==> config.mk <==
export PLATFORM = sky130hd
export DESIGN_NAME = qadc_host_port
export DESIGN_NICKNAME = d
export VERILOG_FILES = /design/src/design/qadc_pkg.sv /design/src/design/qadc_sync.sv /design/src/design/qadc_host_port.sv
export SDC_FILE = /design/constraint.sdc
export NUM_CORES = 1
export LEC_CHECK = 0
export ABC_CLOCK_PERIOD_IN_PS = 1600
export BUFFER_PORTS_ARGS = -buffer_cell sky130_fd_sc_hd__buf_4
export CORE_MARGIN = 4
export CORE_UTILIZATION = 54
export DETAILED_ROUTE_END_ITERATION = 10
export PLACE_DENSITY_LB_ADDON = 0.2
export SYNTH_ARGS = -nofsm -noshare
export SYNTH_HDL_FRONTEND = slang
export SYNTH_SLANG_ARGS = --single-unit
==> constraint.sdc <==
create_clock -name mclk -period 1.6 [get_ports mclk]
set_clock_uncertainty 0.05 [all_clocks]
set_input_delay 0.24 -clock mclk [delete_from_list [all_inputs] [get_ports mclk]]
set_output_delay 0.24 -clock mclk [all_outputs]
set_load 0.1 [all_outputs]
==> src/design/qadc_pkg.sv <==
// Purpose: Shared constants and types for the four-channel converter host port
// Assumes: Single clock mclk at 200 MHz
// Notes: Conversion clock arrives as a pin and is sampled, not used as a clock
package qadc_pkg;
	// ==========================================
	// Widths and counts
	localparam int QADC_RES_W = 12;
	localparam int QADC_CH_W = 2;
	localparam int QADC_BUS_W = 8;
	localparam int QADC_NBITS = 12;
	localparam logic [QADC_RES_W-1:0] QADC_RES_RST = 12'h000;
	localparam logic [QADC_CH_W-1:0] QADC_CH_RST = 2'h0;
	// Falling conversion clock edge count at which the most significant bit is decided
	localparam logic [1:0] QADC_MSB_EDGE = 2'h2;
	// ==========================================
	// Timing
	localparam int QADC_MCLK_MHZ = 200;
	localparam int QADC_EXT_WR_US = 10;
	localparam int QADC_EXT_WR_CYC = QADC_EXT_WR_US * QADC_MCLK_MHZ;

	typedef enum logic [1:0] {QADC_IDLE, QADC_ZERO, QADC_WAIT, QADC_CONV} qadc_state_e;

	typedef struct packed {
		logic cs_n;
		logic rd_n;
		logic wr_n;
		logic byte_select;
		logic channel_sel_hi;
		logic channel_sel_lo;
		logic conv_clk;
	} qadc_pins_s;

	typedef struct packed {
		logic [QADC_BUS_W-1:0] data;
		logic [QADC_BUS_W-1:0] data_oe;
	} qadc_bus_s;
endpackage

==> src/design/qadc_sync.sv <==
// Purpose: Two-flop synchroniser for a group of pin inputs
// Assumes: Inputs asynchronous to mclk
// Notes: Stage one is read only by stage two
`timescale 1ns/100ps
module qadc_sync import qadc_pkg::*; #(
	parameter int W = 7
) (
	input wire logic mclk,
	input wire logic reset_n,
	input wire logic [W-1:0] d,
	input wire logic [W-1:0] rst_val,
	output logic [W-1:0] q
);
	typedef struct packed {
		logic [W-1:0] s1;
		logic [W-1:0] s2;
	} qadc_sync_s;
	qadc_sync_s st_r, st_nxt;
	// Refuse an empty group
	if (W < 1) begin : g_bad_width
		$error("qadc_sync width must be at least one");
	end
	always_comb begin
		st_nxt.s1 = d;
		st_nxt.s2 = st_r.s1;
	end
	always_ff @(posedge mclk or negedge reset_n) begin
		if (!reset_n) begin
			st_r <= '{s1: {W{1'b1}}, s2: {W{1'b1}}};
		end else begin
			st_r <= st_nxt;
		end
	end
	assign q = st_r.s2;
	logic unused_rst;
	assign unused_rst = ^rst_val;
endmodule // qadc_sync

==> src/design/qadc_host_port.sv <==
// Purpose: Control logic and host bus port of a four-channel 12-bit converter
// Assumes: Comparator result arrives as comp_high on mclk; conv_clk is a pin
// Notes: Data bus is split into data, enable
// Function
// - Drive data only with select and read low
// - High byte: msb nibble, zeros, status top
// - Low byte: result bits 7..0
// - Hold twelve-bit unsigned result, bit 11 msb
// - Bus status flag high while converting
// - Busy output low while converting
// - Write with select low starts conversion
// - Address latch transparent while writing, rising capture
// - Address value directly names the channel
// - Idle means autozero phase
// - Write falling edge switches the multiplexer
// - Either byte order, reads are independent
// - Byte select change updates driven byte
// - Single conversion clock input, either source
// - New start aborts running conversion
// - Read during conversion shows partial register
// - Msb decided second falling edge after write
// - Twelve clock cycles, one bit each
`timescale 1ns/100ps
module qadc_host_port import qadc_pkg::*; (
	input wire logic mclk,
	input wire logic reset_n,
	input wire qadc_pins_s pins,
	input wire logic comp_high,
	output qadc_bus_s bus,
	output logic busy_n,
	output logic [QADC_CH_W-1:0] mux_channel,
	output logic autozero,
	output logic [QADC_RES_W-1:0] dac_code
);
	typedef struct packed {
		qadc_state_e state;
		logic [QADC_RES_W-1:0] sar;
		logic [3:0] bit_idx;
		logic [1:0] edges;
		logic [QADC_CH_W-1:0] ch_latch;
		logic [QADC_CH_W-1:0] mux;
		logic wr_d;
		logic clk_d;
		qadc_bus_s bus;
	} qadc_st_s;

	qadc_st_s st_r, st_nxt;
	qadc_pins_s sp;

	// ==========================================
	// Pin synchronisers
	qadc_sync #(.W($bits(qadc_pins_s))) u_sync (
		.mclk(mclk),
		.reset_n(reset_n),
		.d(pins),
		.rst_val('1),
		.q(sp)
	);

	logic wr_act, wr_fall, wr_rise, clk_fall, rd_act;
	logic [QADC_CH_W-1:0] ch_live;
	logic [QADC_BUS_W-1:0] hi_byte, lo_byte;
	logic converting;

	always_comb begin
		wr_act = !sp.cs_n && !sp.wr_n;
		wr_fall = wr_act && !st_r.wr_d;
		wr_rise = !wr_act && st_r.wr_d;
		clk_fall = st_r.clk_d && !sp.conv_clk;
		rd_act = !sp.cs_n && !sp.rd_n;
		converting = (st_r.state != QADC_IDLE);
		ch_live = wr_act ? {sp.channel_sel_hi, sp.channel_sel_lo} : st_r.ch_latch;
		hi_byte = {converting, 3'h0, st_r.sar[11:8]};
		lo_byte = st_r.sar[7:0];
	end

	// ==========================================
	// Next state
	always_comb begin
		st_nxt = st_r;
		st_nxt.wr_d = wr_act;
		st_nxt.clk_d = sp.conv_clk;
		st_nxt.ch_latch = ch_live;
		if (wr_fall) begin
			st_nxt.mux = {sp.channel_sel_hi, sp.channel_sel_lo};
		end
		if (wr_act && st_r.wr_d) begin
			st_nxt.mux = ch_live;
		end
		if (wr_act) begin
			// Start or restart, autozero while write held
			st_nxt.state = QADC_ZERO;
			st_nxt.sar = QADC_RES_RST;
			st_nxt.bit_idx = 4'hB;
			st_nxt.edges = 2'h0;
		end else begin
			case (st_r.state)
				QADC_IDLE: begin
				end
				QADC_ZERO: begin
					if (wr_rise) begin
						st_nxt.state = QADC_WAIT;
						st_nxt.sar[11] = 1'b1;
					end
				end
				QADC_WAIT: begin
					if (clk_fall) begin
						st_nxt.edges = st_r.edges + 2'h1;
						if (st_r.edges + 2'h1 == QADC_MSB_EDGE) begin
							st_nxt.state = QADC_CONV;
							st_nxt.sar[11] = comp_high;
							if (QADC_NBITS > 1) begin
								st_nxt.sar[10] = 1'b1;
							end
							st_nxt.bit_idx = 4'hA;
						end
					end
				end
				QADC_CONV: begin
					if (clk_fall) begin
						st_nxt.sar[st_r.bit_idx] = comp_high;
						if (st_r.bit_idx == 4'h0) begin
							st_nxt.state = QADC_IDLE;
						end else begin
							st_nxt.sar[st_r.bit_idx - 4'h1] = 1'b1;
							st_nxt.bit_idx = st_r.bit_idx - 4'h1;
						end
					end
				end
				default: st_nxt.state = QADC_IDLE;
			endcase
		end
		st_nxt.bus.data = sp.byte_select ? hi_byte : lo_byte;
		st_nxt.bus.data_oe = rd_act ? '1 : '0;
	end

	always_ff @(posedge mclk or negedge reset_n) begin
		if (!reset_n) begin
			st_r <= '{state: QADC_IDLE, sar: QADC_RES_RST, bit_idx: 4'hB, edges: 2'h0,
				ch_latch: QADC_CH_RST, mux: QADC_CH_RST, wr_d: 1'b0, clk_d: 1'b1,
				bus: '{data: 8'h00, data_oe: 8'h00}};
		end else begin
			st_r <= st_nxt;
		end
	end

	assign bus = st_r.bus;
	assign busy_n = !converting;
	assign autozero = (st_r.state == QADC_IDLE) || (st_r.state == QADC_ZERO);
	assign mux_channel = st_r.mux;
	assign dac_code = st_r.sar;
endmodule // qadc_host_port

# Yosys cells after proc, flatten, opt, wreduce, memory -nomap -nowiden
# Index checks and enable logic that the tools add are counted.
[classes] muxes=24 n_bitwise=1 n_eq_ne=10 n_addsub=2 magnitude_cmp=4 reduce_logical=31
[op_table] op="2-to-1 mux 20 bit" count=1
[op_table] op="2-to-1 mux 18 bit" count=1
[op_table] op="!= test 3 bit, second input constant" count=6
[op_table] op="2-to-1 mux 16 bit" count=1
[op_table] op="2-to-1 mux 8 bit" count=2
[op_table] op="bitwise mux 12 bit" count=1
[op_table] op="2-to-1 mux 4 bit" count=3
[op_table] op="OR 12 bit" count=1
[op_table] op="< comparator 4 x 5 -> 1 bit, second input constant" count=2
[op_table] op="2-to-1 mux 10 bit" count=1
[op_table] op="2-to-1 mux 2 bit" count=5
[op_table] op="AND reduction 5 bit" count=2
[op_table] op="nonzero test 2 bit" count=5
[op_table] op="one-hot mux 3 bit (3 select lines)" count=1
[op_table] op="demux 1 bit (select 4 bit)" count=2
[op_table] op=">= comparator 4 x 1 -> 1 bit, second input constant" count=2
[op_table] op="logical AND 1 bit" count=8
[op_table] op="one-hot mux 4 bit (2 select lines)" count=1
[op_table] op="logical NOT 1 bit" count=7
[op_table] op="equality test 2 bit, second input constant" count=3
[op_table] op="2-to-1 mux 6 bit" count=1
[op_table] op="AND reduction 6 bit" count=1
[op_table] op="logical NOT 4 bit" count=1
[op_table] op="AND reduction 2 bit" count=2
[op_table] op="other kinds (11)" count=12
[word_totals] wordCells=86 ff_bits=56 in_bits=10

# Depth between registers and ports, before layout
[depth] word_depth=10 depth_mapped=6 mapped_depth_nobuf=6

# Modules after synthesis
# From an unflattened synthesis, not the netlist that was laid out.
[unflattened] cells_unflattened=199 hier_area_um2=2249.7
[modules_own_cells] module="qadc_host_port" n_inst=1 seq_area_each_um2=830.8 area_per_inst_um2=1881.8 cells_per_inst=185
[modules_own_cells] module="qadc_sync" n_inst=1 seq_area_each_um2=367.9 area_per_inst_um2=367.9 cells_per_inst=14

# Worst setup path after synthesis
# OpenSTA, ideal clock, no wires.
[synth_timing] path_type="reg-to-reg" from="reg st_r[40] in the netlist's numbering" to="reg st_r, in the netlist bus[15]" setup_slack_ns=-0.682 period_less_slack_ns=2.282 stages_incl_launch_ff=4 setup_ns=0.190 arrival_ns=2.042 required_ns=1.360 cell_sequence="dfrtp_1 > buf_2 > nor2_1 > a21oi_1"
[synth_lines] item="start, declared" line_no="qadc_host_port.sv:47" text="qadc_st_s st_r, st_nxt;"
[synth_lines] item="start signal, assigned" line_no="qadc_host_port.sv:139" text="st_r <= '{state: QADC_IDLE, sar: QADC_RES_RST, bit_idx: 4'hB, edges: 2'h0,"
[synth_lines] item="start signal, assigned" line_no="qadc_host_port.sv:143" text="st_r <= st_nxt;"

# Worst setup path after layout
[layout_timing] from="reg st_r[16] in the netlist's numbering" to="reg st_r, in the netlist dac_code[0]"
[layout_via] elab_chain_cells=3
[layout_rtl] item="logical AND 1 bit" line_no="qadc_host_port.sv:69" text="clk_fall = st_r.clk_d && !sp.conv_clk;"
[layout_rtl] item="nonzero test 2 bit (no source line)"
[layout_rtl] item="AND reduction 2 bit (no source line)"
# No other way between the ends.
# A chain may end at the register's enable or synchronous reset.

==> results.json <==
{
  "viasPerCell": 5.36,
  "utilization": 0.662,
  "worstSetupPathType": "register to register",
  "yosys.area.top_type_share": 0.326,
  "dp.cells": 258,
  "drt_iter0_drc": 73,
  "cts_sinks": 47,
  "hold_class": "primary input to register",
  "synth_nets": 215,
  "worstHoldPathCells": 3,
  "startpoint_type": "register",
  "fill_cells": 306,
  "synthArstFlopShare": 1.00,
  "cpMaxStageDelayCell": "dfstp_2",
  "hold_viol": 0,
  "wl_met3_um": 269,
  "synth_top_cell_by_area": "dfrtp_1",
  "ioPinCount": 42,
  "antenna_cells": 0,
  "final_nets": 243,
  "worstHoldStart": "comp_high",
  "dr_total_vias": 1518,
  "ir_worst_vdd_mv": 0.773,
  "numCtsBuffers": 5,
  "totalWireLength_mm": 4.21,
  "chipHeight_um": 72.2,
  "drt-pass1-iter-count": 4,
  "worstPathMaxFanout": 8,
  "stdcell_count": 283,
  "cp-end-kind": "register",
  "die_w_um": 72.2,
  "synth_ff_type": "dfrtp_1",
  "antenna_found_initial": 0,
  "rows": 23,
  "period_needed_ps": 1580,
  "p_switching_w": 0.00114,
  "crit_arrival_ps": 1720,
  "top_layer": "met4",
  "synth_area_per_cell_sq_um": 10.9,
  "dp_hpwl_mm": 2.87,
  "dr_wl_met2_mm": 2.02,
  "drv_slew": 0,
  "drc": 0,
  "r2r_start": "st_r[16]",
  "yosys_warnings": 0,
  "p_int_w": 0.00191,
  "powerDensity_nw_per_um2": 1160,
  "htree_levels": 2,
  "worstPathRequired_ps": 1750,
  "rrSetupSlack_ps": 20,
  "area_growth_pct": 19.0,
  "initial_core_util": 0.556,
  "cts_root_buf": "clkbuf_8",
  "worst_slew_pin_slew_ps": 558,
  "setup_violations": 0,
  "max_freq_ghz": 0.634,
  "drive_above_1_share": 0.446,
  "status": "finished, final reports clean",
  "clk_latency_ps": 300,
  "grt.overflow.total": 0,
  "synthTopCellsByArea": "dfrtp_1 (33%), dfstp_2 (21%), buf_4 (10%)",
  "wl_per_cell_um": 14.9,
  "crit_chain": "nand4b_4 -> nor3_4 -> a21oi_1 -> a311oi_1",
  "cts_tree": "built",
  "yosysSeqAreaShare": 0.539,
  "syn_area_sq_um": 2220,
  "swShare": 0.374,
  "pwr-share-clk": 0.237,
  "cts_buffer_depth": 2,
  "grt_pass1_vias": 1438,
  "finalCritPeriodShare": 0.986,
  "grt.total_usage": 0.170,
  "netlist-cell-type-count": 45,
  "power_w": 0.00306,
  "combPwrFrac": 0.310,
  "clk_pin_slew_ps": 90,
  "r2r-end": "dac_code[0]",
  "leakagePower_nw": 1.22,
  "cap_violations": 0,
  "hold_end": "dac_code[11]",
  "wl_met1_mm": 1.87,
  "syn_inst": 204,
  "grt_start_max_net_pins": 48,
  "dp_slack_ps": -13.3,
  "port_buffers": 41,
  "slew_headroom": 0.628,
  "die_area_sq_um": 5210,
  "slowest_delay_ps": 610,
  "core_sq_um": 4000,
  "grt_first_pass_wirelength_mm": 6.93,
  "layout_setup_ws_ps": 22.8,
  "drtAntennaViolNets": 0,
  "reg2reg_depth": 4,
  "ys_ff_latch": 47,
  "synth-edff-count": 0,
  "gp_congestion": 0.835,
  "rsz0062_at_grt": "true",
  "seqPwrFrac": 0.453
}
placed cells by master, fill, tap and decap left out, types with 4 or more instances in the layout:
cell type,instances
a21oi_1,17
a311oi_1,4
buf_4,50
clkbuf_8,5
dfrtp_1,26
dfstp_2,18
dlygate4sd3_1,8
inv_1,4
mux2_2,4
nand2_1,12
nand2b_1,4
nand3_1,6
nor2_1,13
nor2b_1,4
nor3_1,5
o21ai_0,9
how the worst max path moves through the flow:
stage          startpoint          end  slack (ps)  cells past startpoint
4_1_cts          st_r[40]       busy_n           4                      3
3_5_place_dp     st_r[16]     st_r[27]         -10                      4
5_1_grt          st_r[16]  dac_code[0]         -70                      4
3_3_place_gp     st_r[16]     st_r[27]         130                      4
6_report         st_r[16]  dac_code[0]          20                      4
2_1_floorplan    st_r[40]      bus[15]         170                      3
critical path: cells and delay by family, from the launching register on:
| family | cells | cell delay, ps |
|---|---|---|
| and+or+nand+nor | 2 | 480 |
| DFF | 1 | 610 |
| AOI/OAI and AO/OA | 2 | 340 |
cells in the mapped netlist, types with 2 or more instances:
cell type	number
nand3_1	6
a21oi_1	18
mux2_2	4
a31oi_1	2
nor3_1	5
or3_1	3
dfrtp_1	29
buf_4	30
inv_1	4
nand2b_1	4
o21ai_0	9
dfstp_2	18
nand2_1	12
a211oi_1	2
nor2_1	15
nor2b_1	4
buf_2	8
a311oi_1	4
per-layer routing:
| metal | global-route usage | vias up |
|---|---|---|
| li1 | - | 735 |
| met1 | 0.221 | 721 |
| met2 | 0.270 | 54 |
| met3 | 0.0457 | 8 |
| met4 | 0.0710 | 0 |
| met5 | 0 | - |
through the flow:
stage | TNS [ps] | hold WS [ps] | instance area [sq um]
floorplan | 0 | -106 | 2230
global placement | 0 | 212 | 2360
detailed placement | -13.3 | 220 | 2360
CTS | 0 | 265 | 2560
global route | -160 | 293 | 2650
finish | 0 | 271 | 2650
sequential cells by signal (all words and copies together), names as in the netlist:
name and count:
dac_code 12, st_r 10, bus 9, u_sync.q 7, u_sync.st_nxt 7, mux_channel 2
repair_timing:
item,4_1_cts,5_1_grt
gates resized for setup,7,4
setup buffers,0,9
pin swaps,0,5
gates cloned,0,0
hold buffers,8,0
endpoints found under the setup margin,3,9
endpoints found under the hold margin,36,0
layout make-up:
type                            count  area [sq um]  area share
Timing Repair Buffer               62           527       0.199
Inverter                            4          15.0     0.00567
Sequential cell                    47          1200       0.454
Clock inverter                      3          22.5     0.00851
Tap cell                           50          62.6      0.0236
Clock buffer                        5          68.8      0.0260
Multi-Input combinational cell    112           748       0.283
cell families (layout without fill, tap and decap cells):
| family | Yosys count | count (layout) | share of synthesized area |
|---|---|---|---|
| and+or+nand+nor | 59 | 59 | 0.156 |
| AOI/OAI and AO/OA | 47 | 47 | 0.140 |
| DFF | 47 | 47 | 0.539 |
| buffers and inverters | 45 | 74 | 0.135 |
| muxes | 5 | 5 | 0.0247 |
| adders and majority gates | 1 | 1 | 0.00562 |
power by group through the flow:
stage               combinational, W  sequential [W]  clock (W)
floorplan                   0.000737         0.00135          0
global placement            0.000805         0.00140          0
detailed placement          0.000811         0.00141          0
CTS                         0.000856         0.00139   0.000749
global route                0.000999         0.00140   0.000813
finish                      0.000949         0.00139   0.000725
(Power assumes the default switching activity.)
